==> config.mk <==
export PLATFORM = sky130hd
export DESIGN_NAME = stp_stack_pointer
export DESIGN_NICKNAME = d
export VERILOG_FILES = /design/src/rtl/stp_pkg.sv /design/src/rtl/stp_stack_pointer.sv
export SDC_FILE = /design/constraint.sdc
export NUM_CORES = 1
export LEC_CHECK = 0
export ABC_CLOCK_PERIOD_IN_PS = 1200
export BUFFER_PORTS_ARGS = -buffer_cell sky130_fd_sc_hd__buf_2
export CORE_MARGIN = 3
export CORE_UTILIZATION = 45
export DETAILED_ROUTE_END_ITERATION = 8
export PLACE_DENSITY = 0.83
export SYNTH_ARGS = -nofsm -noshare
export SYNTH_HDL_FRONTEND = slang
export SYNTH_SLANG_ARGS = --single-unit
==> constraint.sdc <==
create_clock -name clk -period 1.2 [get_ports clk]
set_input_delay 0.12 -clock clk [delete_from_list [all_inputs] [get_ports clk]]
set_output_delay 0.12 -clock clk [all_outputs]
set_load 0.1 [all_outputs]
==> src/rtl/stp_pkg.sv <==
// stp_pkg: constants and carrier types for the cpu stack pointer register pair
// assumes an 8-bit i/o bus with 6-bit register offsets, one clock, async reset
package stp_pkg;
  // i/o offsets of the byte pair, high byte sits one above the low byte
  localparam logic [5:0] OFS_LOW_BYTE = 6'h0d; // stack_pointer_low_byte
  localparam logic [5:0] OFS_HIGH_BYTE = 6'h0e; // stack_pointer_high_byte
  // architectural width, at most a 64 kbyte space
  localparam int PTR_MAX_BITS = 16;
  // instructions during which interrupts stay held after a low byte write
  localparam logic [2:0] HOLD_INSTR = 3'h4;
  localparam logic [2:0] HOLD_NONE = 3'h0;
  // value on the read port for offsets this block does not own
  localparam logic [7:0] RD_IDLE = 8'h00;

  // one i/o access from the cpu core
  typedef struct packed {
    logic wr; // write strobe, one cycle
    logic rd; // read strobe, one cycle
    logic [5:0] addr; // register offset
    logic [7:0] wdata; // write byte
  } stp_io_req_s;

  // stack adjustment from push, pop, call and return
  typedef struct packed {
    logic load; // one-cycle pulse
    logic [15:0] value; // new stack top
  } stp_stack_upd_s;
endpackage

==> src/rtl/stp_stack_pointer.sv <==
// stp_stack_pointer: stack top pointer, byte access through a shared temp byte,
// and the interrupt hold window that follows a low byte write
// assumes the core gives one retire pulse per instruction and never drives
// a read and a write strobe together; all inputs are synchronous to clk
// the temp byte is shared by the read and write pairs, so software must keep
// each pair uninterrupted; the hold window only covers the write pair
// any write on the i/o bus counts as an i/o memory write for the hold window
// a retire pulse in the cycle of the low byte write itself is not counted
// a high byte write wins over a core stack adjustment in the same cycle
// read data come from flops and stand for the one cycle after the strobe
//
// Overview of operation
// - register holds current stack top address
// - reset loads highest internal sram address
// - only needed bits exist, others read zero
// - low byte at base, high at base+1
// - low write holds interrupts four instructions
// - low write to temp, copied on high
// - low read latches high into temp
//
// Decided for this implementation: strobed register access.
`timescale 1ns/100ps
module stp_stack_pointer #(
  parameter int PTR_BITS = 16, // implemented pointer bits
  parameter logic [15:0] SRAM_END = 16'hffff // highest internal sram address
) (
  input wire logic clk,
  input wire logic rst_n,
  input wire stp_pkg::stp_io_req_s io_req,
  output logic [7:0] io_rdata,
  input wire stp_pkg::stp_stack_upd_s stack_upd,
  input wire logic instr_retired,
  output logic [15:0] stack_top_pointer,
  output logic irq_hold
);
  // implemented bit mask, upper bits forced to zero
  localparam logic [15:0] IMPL_MASK = 16'((32'h1 << PTR_BITS) - 32'h1);

  // refuse widths the byte pair cannot carry or a reset top that does not fit
  if (PTR_BITS < 1 || PTR_BITS > stp_pkg::PTR_MAX_BITS) begin
    $error("stp_stack_pointer: pointer width out of range");
  end
  // the reset top must be reachable with the implemented bits
  if ((SRAM_END & ~IMPL_MASK) != 16'h0000) begin
    $error("stp_stack_pointer: reset top does not fit the pointer width");
  end

  // offset decode used by both the write and read paths
  function automatic logic hit(input logic [5:0] a, input logic [5:0] ofs);
    hit = (a == ofs);
  endfunction

  // access decode and the small amount of state this block keeps
  logic [7:0] temp_byte; // shared temporary byte
  logic [2:0] hold_cnt; // instructions left in the hold window
  logic wr_low; // software writes the low byte
  logic wr_high; // software writes the high byte
  logic rd_low; // software reads the low byte
  logic rd_high; // software reads the high byte

  // byte pair decode, high byte one offset above the low byte
  assign wr_low = io_req.wr && hit(io_req.addr, stp_pkg::OFS_LOW_BYTE);
  assign wr_high = io_req.wr && hit(io_req.addr, stp_pkg::OFS_HIGH_BYTE);
  assign rd_low = io_req.rd && hit(io_req.addr, stp_pkg::OFS_LOW_BYTE);
  assign rd_high = io_req.rd && hit(io_req.addr, stp_pkg::OFS_HIGH_BYTE);

  // pointer itself; a software high byte write wins over a core adjustment,
  // since the core never adjusts while it executes an i/o store
  always_ff @(posedge clk or negedge rst_n) begin
    if (!rst_n) begin
      stack_top_pointer <= SRAM_END & IMPL_MASK;
    end else if (wr_high) begin
      // whole word lands at once, low byte from the temp byte
      stack_top_pointer <= {io_req.wdata, temp_byte} & IMPL_MASK;
    end else if (stack_upd.load) begin
      stack_top_pointer <= stack_upd.value & IMPL_MASK;
    end
  end

  // temp byte is shared by read and write sequences, so an interleaved
  // access from an interrupt handler can corrupt a half-done pair
  always_ff @(posedge clk or negedge rst_n) begin
    if (!rst_n) begin
      temp_byte <= 8'h00;
    end else if (wr_low) begin
      temp_byte <= io_req.wdata;
    end else if (rd_low) begin
      temp_byte <= stack_top_pointer[15:8];
    end
  end

  // read data, valid in the cycle after the strobe only
  always_ff @(posedge clk or negedge rst_n) begin
    if (!rst_n) begin
      io_rdata <= stp_pkg::RD_IDLE;
    end else if (rd_low) begin
      io_rdata <= stack_top_pointer[7:0];
    end else if (rd_high) begin
      io_rdata <= temp_byte;
    end else begin
      // unmapped offsets and idle cycles read zero
      io_rdata <= stp_pkg::RD_IDLE;
    end
  end

  // hold window: reload on low byte write, any other i/o write ends it,
  // each retired instruction counts one down
  always_ff @(posedge clk or negedge rst_n) begin
    if (!rst_n) begin
      hold_cnt <= stp_pkg::HOLD_NONE;
    end else if (wr_low) begin
      hold_cnt <= stp_pkg::HOLD_INSTR;
    end else if (io_req.wr) begin
      hold_cnt <= stp_pkg::HOLD_NONE;
    end else if (instr_retired && hold_cnt != stp_pkg::HOLD_NONE) begin
      hold_cnt <= hold_cnt - 3'h1;
    end
  end

  // level to the interrupt controller, straight from the counter flops
  assign irq_hold = (hold_cnt != stp_pkg::HOLD_NONE);

  // high byte write commits temp and the written byte together
  chk_high_commit: assert property (
    @(posedge clk) disable iff (!rst_n)
    wr_high |=> stack_top_pointer == ({$past(io_req.wdata), $past(temp_byte)} & IMPL_MASK))
    else $error("high byte write did not commit the pair");

  // low byte write loads the temp byte and leaves the pointer alone
  chk_low_staged: assert property (
    @(posedge clk) disable iff (!rst_n)
    (wr_low && !stack_upd.load) |=>
      (temp_byte == $past(io_req.wdata)) && $stable(stack_top_pointer))
    else $error("low byte write changed the pointer or missed temp");

  // low read returns live low byte next cycle
  chk_low_read: assert property (
    @(posedge clk) disable iff (!rst_n)
    rd_low |=> io_rdata == $past(stack_top_pointer[7:0]))
    else $error("low byte read returned wrong data");

  // high read after low read returns the value latched at the low read
  chk_high_latched: assert property (
    @(posedge clk) disable iff (!rst_n)
    rd_low ##1 rd_high |=> io_rdata == $past(stack_top_pointer[15:8], 2))
    else $error("high byte read did not return the latched byte");

  // unimplemented bits always zero
  chk_unused_zero: assert property (
    @(posedge clk) disable iff (!rst_n)
    (stack_top_pointer & ~IMPL_MASK) == 16'h0000)
    else $error("unimplemented pointer bits set");

  // core stack adjustment lands when software is not writing the high byte
  chk_core_load: assert property (
    @(posedge clk) disable iff (!rst_n)
    (stack_upd.load && !wr_high) |=> stack_top_pointer == (stack_upd.value & IMPL_MASK))
    else $error("stack adjustment lost");

  // hold opens right after a low byte write
  chk_hold_opens: assert property (
    @(posedge clk) disable iff (!rst_n)
    wr_low |=> irq_hold)
    else $error("interrupt hold not raised after low byte write");

  // hold ends after four retired instructions with no writes between
  chk_hold_four: assert property (
    @(posedge clk) disable iff (!rst_n)
    wr_low ##1 (instr_retired && !io_req.wr) [*4] |=> !irq_hold)
    else $error("interrupt hold longer than four instructions");

  // hold still stands after only three retired instructions
  chk_hold_three: assert property (
    @(posedge clk) disable iff (!rst_n)
    wr_low ##1 (instr_retired && !io_req.wr) [*3] |=> irq_hold)
    else $error("interrupt hold shorter than four instructions");

  // any other i/o write ends the hold
  chk_hold_write_end: assert property (
    @(posedge clk) disable iff (!rst_n)
    (irq_hold && io_req.wr && !wr_low) |=> !irq_hold)
    else $error("i/o write did not end the interrupt hold");

  // unmapped reads answer zero
  chk_unmapped_read: assert property (
    @(posedge clk) disable iff (!rst_n)
    (io_req.rd && !rd_low && !rd_high) |=> io_rdata == stp_pkg::RD_IDLE)
    else $error("unmapped read returned nonzero");

  // read data stand one cycle only, zero when no read was made
  chk_rdata_idle: assert property (
    @(posedge clk) disable iff (!rst_n)
    !io_req.rd |=> io_rdata == stp_pkg::RD_IDLE)
    else $error("read data present without a read");

  // low read copies the live high byte into the temp byte
  chk_temp_latch: assert property (
    @(posedge clk) disable iff (!rst_n)
    rd_low |=> temp_byte == $past(stack_top_pointer[15:8]))
    else $error("low byte read did not latch the high byte");

  // high read answers from the temp byte, never the live pointer
  chk_high_read: assert property (
    @(posedge clk) disable iff (!rst_n)
    rd_high |=> io_rdata == $past(temp_byte))
    else $error("high byte read not served from the temp byte");

  // pointer only moves on a high byte write or a core adjustment
  chk_ptr_stable: assert property (
    @(posedge clk) disable iff (!rst_n)
    (!wr_high && !stack_upd.load) |=> $stable(stack_top_pointer))
    else $error("pointer changed without a cause");

  // each retired instruction inside the window counts one down
  chk_hold_count: assert property (
    @(posedge clk) disable iff (!rst_n)
    (irq_hold && instr_retired && !io_req.wr) |=> hold_cnt == $past(hold_cnt) - 3'h1)
    else $error("hold window did not count a retired instruction");

  // window counter never exceeds the documented instruction count
  chk_hold_bound: assert property (
    @(posedge clk) disable iff (!rst_n)
    hold_cnt <= stp_pkg::HOLD_INSTR)
    else $error("hold window counter out of range");
endmodule

## Word-level counts from Yosys, hierarchy flattened

Cells that the tools add are included.

| cells by class | value |
|---|---|
| equality and inequality tests | 2 |
| multiplexer cells | 9 |
| reduce and logical (&&, ||, !) cells | 9 |
| add/subtract/negate cells | 1 |

Operator list:

| kind | number |
|---|---|
| 16-bit two-way mux | 2 |
| 8-bit two-way mux | 4 |
| 6-bit by 4-bit equality test with 1-bit output (second input constant) | 2 |
| 3-bit two-way mux | 3 |
| 3-bit nonzero test | 2 |
| 1-bit logical AND | 5 |
| 2-bit nonzero test | 2 |
| 3-bit by 1-bit subtractor with 3-bit output (second input constant) | 1 |

| storage, ports and cells | value |
|---|---|
| register bits after elaboration | 35 |
| output and inout bits | 25 |
| logic and storage cells | 25 |
| bits of input ports | 36 |

## Depth between registers and ports, before layout

Gate-level depths: netlist of run 1.

| depth | value |
|---|---|
| word-level depth | 5 |
| mapped depth | 6 |
| mapped depth without buffers | 6 |

## Least setup slack after synthesis of run 1

OpenSTA, ideal clock, no wires.

| timing | value |
|---|---|
| kind | register to register |
| from | reg hold_cnt[0] |
| to | reg hold_cnt[0] |
| setup time | 0.078 ns |
| data required time | 1.122 ns |
| period minus slack after synthesis | 1.690 ns |
| cell stages (with the launch flop) | 7 |
| path buffers | 0 |
| setup slack | -0.490 ns |
| arrival | 1.612 ns |
| cells stage by stage | dfrtp_1 inv_1 ha_1 nor2b_1 inv_1 nand3_1 a21oi_1 |

| between the ends | value |
|---|---|
| elaborated cells on any way between the ends | 7 |
| classes of those cells | add/sub (1); mux (3); reduce/logical (3) |

RTL lines:

| item | line | RTL |
|---|---|---|
| from (decl) | stp_stack_pointer.sv:55 | `logic [2:0] hold_cnt;` |
| from (signal assigned) | stp_stack_pointer.sv:110 | `hold_cnt <= stp_pkg::HOLD_NONE;` |
| from (signal assigned) | stp_stack_pointer.sv:112 | `hold_cnt <= stp_pkg::HOLD_INSTR;` |
| from (signal assigned) | stp_stack_pointer.sv:114 | `hold_cnt <= stp_pkg::HOLD_NONE;` |
| 3-bit nonzero test | -- |  |
| net irq_hold | stp_stack_pointer.sv:34 | `output logic irq_hold` |
| 1-bit logical AND | stp_stack_pointer.sv:115 | `end else if (instr_retired && hold_cnt != stp_pkg::HOLD_NONE) begin` |
| 3-bit nonzero test (no line) | -- |  |

The timed path passes the listed nets, and every way through them passes these cells. The select of a mux whose other input is x is not followed.
A chain may end at the register's enable or synchronous reset.

## Worst setup path in the final report of run 1

| timing | value |
|---|---|
| from | reg hold_cnt[1] |
| to | out irq_hold |

| between the ends | value |
|---|---|
| longest elaborated chain between the ends | 1 |

RTL lines:

| item | line | RTL |
|---|---|---|
| 3-bit nonzero test | stp_stack_pointer.sv:121 | `assign irq_hold = (hold_cnt != stp_pkg::HOLD_NONE);` |
| to (decl) | stp_stack_pointer.sv:34 |  |

Every way passes these cells.

==> results of run 1 <==
==> synth_stat cells (all sizes together) <==
master   n  share of area
nor2     8          0.016
o221a    8          0.047
a21boi   9          0.036
dfrtp   19           0.25
nor2b    3         0.0099
and2     1         0.0033
a21oi    2         0.0053
mux2    32           0.21
o21ai    3         0.0079
nand3   19          0.057
nor3b    1         0.0040
nor3     8          0.021
dfstp   16           0.22
ha       2          0.013
nor4bb   1         0.0053
buf     11          0.034
clkbuf   3         0.0059
inv      4         0.0079
or3      1         0.0033
a41oi    7          0.032
and4bb   1         0.0066
a31oi    1         0.0033
==> registers in the layout (all words and copies together) (netlist names) <==
| register | flops |
|---|---|
| stack_top_pointer | 16 |
| temp_byte | 8 |
| hold_cnt | 3 |
| io_rdata | 8 |
==> final cells by class <==
class                   instances  area (sq um)  share of cell area
multi-input cells             107         964.7              0.3346
clock buffers                   7         76.32             0.02648
flip-flops and latches         35         955.9              0.3316
clock inverters                 1         5.005            0.001736
repair buffers                 86         802.0              0.2782
inverters                       4         18.77            0.006510
well taps                      48         60.06             0.02083
==> power by group <==
part	internal, mW	leakage (nW)	switching, mW	total [mW]
Clock	0.407	0.0422	0.414	0.821
Combinational	0.826	0.825	1.01	1.84
Sequential	1.36	0.439	0.115	1.47
Total	2.59	1.31	1.54	4.13
==> routing by layer <==
layer  routed length, um  part of all wire  track usage
met5                   0                 0            0
met4                  74             0.015      0.06889
met2                2368              0.48       0.3069
met3                 390             0.079      0.05114
met1                2112              0.43       0.2713
==> repair_timing <==
| item | CTS | global route |
|---|---|---|
| gates resized for setup | 0 | 9 |
| gates cloned | 0 | 0 |
| setup buffers | 9 | 4 |
| pin swaps | 0 | 2 |
| endpoints found under the setup margin | 19 | 24 |
| hold buffers | 1 | 0 |
| hold endpoints to repair | 19 | 0 |
==> critical path, delay by kind of cell, from the launching register on <==
family / cells / cell delay [ps]
flip-flops: 1 / 390
adder cells (fa/ha/maj): 1 / 130
buffers and inverters: 3 / 380
AND/OR/NAND/NOR: 1 / 180
==> per-stage QoR <==
| step | utilization | setup TNS (ps) | power, mW | worst slack, ps |
|---|---|---|---|---|
| after floorplan | - | -835.7 | 2.491 | -355.2 |
| after global placement | 0.6903 | -917.1 | 3.030 | -70.56 |
| after detailed placement | 0.6903 | -2309 | 3.080 | -144.7 |
| after CTS | 0.7315 | -864.8 | 3.992 | -297.4 |
| after global routing | 0.7481 | -1786 | 4.288 | -357.1 |
| final | 0.7481 | -1134 | 4.127 | -291.4 |
==> worst paths after layout <==
kind,startpoint,endpoint,slack (ps),cells after the start
hold / removal,io_req[7],stack_top_pointer[15]$_DFFE_PN1P_,80,2
min in group asynchronous,rst_n,io_rdata[4]$_DFF_PN0_,390,3
max in group asynchronous,rst_n,stack_top_pointer[12]$_DFFE_PN1P_,470,3
setup / recovery,hold_cnt[1]$_DFFE_PN0P_,irq_hold,-290,5
hold reg to reg,temp_byte[2]$_DFFE_PN0P_,stack_top_pointer[2]$_DFFE_PN1P_,580,1
setup reg to reg,hold_cnt[1]$_DFFE_PN0P_,hold_cnt[0]$_DFFE_PN0P_,-210,8
==> cells in the final DEF, fill, tap and decap left out, types with 9 or more instances in the layout <==
cell and count:
buf_4 19, buf_12 20, dfstp_4 16, mux2_2 20, mux2_4 12, nand3_1 17
dfrtp_1 19, a21boi_0 9, buf_2 43
==> kinds of logic (layout without fill, tap and decap cells) <==
kind of cell    Yosys count  in the layout
compound gates           30             30
fa+ha+maj                 2              2
mux                      32             32
buf+inv                  18             98
simple gates             43             43
flops                    35             35
==> run metrics, run 1 <==
Critical-path top delay cell dfrtp_1; Synth Net Count 198; Rows 22; antenna violations before repair 0; Final ANT Viol Nets 0; global-route wire length before repair 7.886 mm; Mean Syn Cell Area 11.86 sq um; YS warnings 0; Simple-Gate Fraction of Synth Area 0.1259; Starting Density 0.4925; slew of the pin with the lowest slew margin 488.9 ps; CTS max path bufs 2; routability cong. 0.7838; Routed WL 4.945 mm; failing checks setup timing; worst path cell trace inv_2, ha_4, nor2b_4, clkinvlp_4, buf_12; cts bufs inserted 5; Cell Count, Final, Fillers Out 288; Root Driver clkbuf_8; Synth cell types 26; IO Count 61; DRT Pass-1 Iters 4; sequential area share after synthesis 0.4720; routed vias/inst 5.681; fraction of the mapped netlist area in adder cells 0.01318; RSZ-0062 raised after global routing true; Setup CP Type reg2out; Lkg Pwr 1.305 nW; Clock Sink Count 35; mux contribution to synthesized area 0.2096; Hold Path Class in2reg; design area 2883 sq um; WP data required 1080 ps; Max Slew Vio Count 0; Max transition margin 0.6763; Layout Nets 277; PwrDens 1432 nW/um^2; largest family of logic cells by synthesized area multiplexers; Overall Global Routing Usage 0.1985; synthesized instance count 160; Tmin final 1491 ps; slowest stage delay, CP 390 ps; DP Cell Count 266; largest net degree at the start of global routing 36; clock-pin slew on the worst setup and hold paths 70 ps; vias after detailed routing 1,636; Detail Placement HPWL 3.424 mm; Skew-Pair Late Insertion Delay 290 ps; maxcap violations 0; number of fillers in the final layout 246; Yosys reg bits 35; f_max 0.6705 GHz; Max VDD drop 0.001072 V; fin crit share 1.243; wire per inst 17.17 um; H-tree Lvls 2; nature of the critical path endpoint output port; DRC violation count after routing 0; Placeable Area 3854 sq um; IO buf count 60; die area 5033 sq um; xor/xnor share of the synthesized area 0; Iter 0 DRT Violations 152; crit start category flip-flop; worst hold margin 79.13 ps; Setup Skew 5.699 ps; outcome finished with violations; die height 70.95 um; fin worst setup slack -291.4 ps; Mapped Area 1898 sq um; vias in the first global route 1,601; share of cells above drive strength 1 0.6625; crit-path max FO 3; diodes inserted 0; WP data arrival 1370 ps; total global routing overflow 0; Placed Area 2660 sq um; Synth-to-Final Area Change 51.88%; Hold Fails Final Rpt 0; CTS tree yes; post-synthesis compound-gate area fraction 0.1318; Die Wd 70.95 um; Finish-stage setup viols 20
Note: power is estimated with default switching activity, not from simulation.
==> inputs of run 2 (changes only) <==
--- a/config.mk
+++ b/config.mk
@@ -7,7 +7,7 @@
 export LEC_CHECK = 0
 export ABC_CLOCK_PERIOD_IN_PS = 1200
 export BUFFER_PORTS_ARGS = -buffer_cell sky130_fd_sc_hd__buf_2
-export CORE_MARGIN = 3
+export CORE_MARGIN = 2
 export CORE_UTILIZATION = 45
 export DETAILED_ROUTE_END_ITERATION = 8
 export PLACE_DENSITY = 0.83
==> run 2 against run 1 <==
The flow still finishes with violations (setup timing). Cell count up 0.69%. Combinational power shrank 2%. Clock power rose by 9.6%. Register-to-register slack hardly changed. Clock skew about the same. Core utilization down 2.8 points. Routed wire length fell by 2.5%. Sequential power about the same. Critical endpoint unchanged. Highest routed layer unchanged.
==> run metrics, run 2 (same netlist as run 1, synthesis figures left out) <==
Rows 23 (+4.5%); wire per inst 16.62 um (-3.2%); f_max 0.6727 GHz (+0.33%); Final ANT Viol Nets 0 (unchanged); Iter 0 DRT Violations 111 (-27%); Routed WL 4.821 mm (-2.5%); vias in the first global route 1,563 (-2.4%); Pwr Total 4.172 mW (+1.1%); Lkg Pwr 1.302 nW (-0.25%); Overall Global Routing Usage 0.2182 (+0.01970); Placeable Area 4029 sq um (+4.5%); routed vias/inst 5.562 (-2.1%); IO buf count 60 (unchanged); Detail Placement HPWL 3.381 mm (-1.3%); Layout Nets 277 (unchanged); Setup CP Type reg2out; Largest regs stack_top_pointer x16, io_rdata x8, temp_byte x8; crit-path max FO 2 (-1); Tmin final 1486 ps (-4.872 ps); CTS max path bufs 2 (unchanged); Hold Path Class in2reg; failing checks setup timing; antenna violations before repair 0 (unchanged); largest net degree at the start of global routing 36 (unchanged); WP data arrival 1370 ps (about the same); cts bufs inserted 5 (unchanged); number of fillers in the final layout 257 (+4.5%); CTS tree yes; area of the multi-input gates 977.2 sq um (+1.3%); WP data required 1080 ps (about the same); Setup TNS Final -1117 ps (+16.28 ps); Critical-path top delay cell dfrtp_1; maxcap violations 0 (unchanged); design area 2903 sq um (+0.69%); Max VDD drop 0.0009307 V (-13%); global-route wire length before repair 7.541 mm (-4.4%); routability cong. 0.7765 (-0.93%); commonest non-fill, non-tap cells in the layout buf_2, mux2_2, buf_4, dfrtp_1, buf_12; Starting Density 0.4711 (-0.02141); PwrDens 1437 nW/um^2 (+0.39%); worst path cell trace inv_2, ha_4, nor2b_4, clkinvlp_4, buf_12; fin worst setup slack -286.5 ps (+4.872 ps); Setup Skew 5.459 ps (-0.2397 ps); vias after detailed routing 1,613 (-1.4%); Finish-stage setup viols 20 (unchanged); Placed Area 2680 sq um (+0.75%); Root Driver clkbuf_8; Max Slew Vio Count 0 (unchanged); H-tree Lvls 2 (unchanged); nature of the critical path endpoint output port; max reg flops 16 (unchanged); Largest Register stack_top_pointer; most common cell after layout, fill and taps aside buf_2; share of cells above drive strength 1 0.6708 (+0.008333); Hold Fails Final Rpt 0 (unchanged); Skew-Pair Late Insertion Delay 290 ps (about the same); slew of the pin with the lowest slew margin 485.7 ps (-3.191 ps); Max transition margin 0.6784 (+0.002113); DRT Pass-1 Iters 4 (unchanged); diodes inserted 0 (unchanged); Synth-to-Final Area Change 52.93%; fin crit share 1.239 (-0.004060); total global routing overflow 0 (unchanged); die height 68.95 um (-2.8%); clock-pin slew on the worst setup and hold paths 70 ps (about the same); Die Wd 68.95 um (-2.8%); outcome finished with violations; IO Count 61 (unchanged); RSZ-0062 raised after global routing true; post-layout util 0.7205 (-0.02755); crit start category flip-flop; DRC violation count after routing 0 (unchanged); slowest stage delay, CP 400 ps (about the same); die area 4753 sq um (-5.6%); FF/Latch Area 955.9 sq um (unchanged); Clock Sink Count 35 (unchanged)
==> run 2: final timing paths <==
path                                          from                                end  slack (ps)  cells after the start
min reg2reg                hold_cnt[0]$_DFFE_PN0P_            hold_cnt[0]$_DFFE_PN0P_         570                      2
min                                      io_req[5]  stack_top_pointer[13]$_DFFE_PN1P_          80                      2
max in group asynchronous                    rst_n  stack_top_pointer[11]$_DFFE_PN1P_         470                      3
min in group asynchronous                    rst_n              io_rdata[4]$_DFF_PN0_         380                      3
max                        hold_cnt[1]$_DFFE_PN0P_                           irq_hold        -290                      5
max reg2reg                hold_cnt[1]$_DFFE_PN0P_            hold_cnt[0]$_DFFE_PN0P_        -200                      8
==> run 2: metrics by stage <==
| step | setup WS, ps | cells | hold slack [ps] |
|---|---|---|---|
| finish | -286.5 | 290 | 79.31 |
| global route | -352.6 | 290 | 69.26 |
| CTS | -265.6 | 288 | 70.98 |
| detailed placement | -101.3 | 272 | 178.6 |
| global placement | -62.76 | 272 | 170.5 |
| floorplan | -355.2 | 160 | -175.6 |
==> run 2: layout make-up <==
class,count,area share
Inverter,4,0.006466
Tap cell,50,0.02155
Clock buffer,7,0.02974
Sequential cell,35,0.3293
Multi-Input combinational cell,107,0.3366
Timing Repair Buffer,86,0.2746
Clock inverter,1,0.001724
==> run 2: power breakdown <==
part / leakage [nW] / total, mW / switching, mW / internal [mW]
registers: 0.439 / 1.47 / 0.113 / 1.36
logic: 0.815 / 1.80 / 0.996 / 0.807
clock network: 0.0482 / 0.900 / 0.437 / 0.463
==> run 2: per-layer routing <==
metal / global-route usage / vias up / part of all wire
met1: 0.2916 / 777 / 0.44
li1: - / 753 / -
met2: 0.3450 / 74 / 0.47
met4: 0.06618 / 0 / 0.015
met5: 0 / - / 0
met3: 0.06006 / 9 / 0.075
==> run 2: worst max-delay path: cells and delay by family, from the launching register on <==
| kind | cells | cell delay [ps] |
|---|---|---|
| DFF | 1 | 400 |
| and+or+nand+nor | 1 | 170 |
| adders and majority gates | 1 | 130 |
| buffers and inverters | 3 | 380 |
==> run 2: what timing repair did <==
action | 4_1_cts | 5_1_grt
hold buffers | 1 | 0
pin swaps | 0 | 1
setup endpoints to repair | 18 | 29
cloned | 0 | 0
gates resized for setup | 1 | 12
buffers inserted | 7 | 2
hold endpoints to repair | 19 | 0
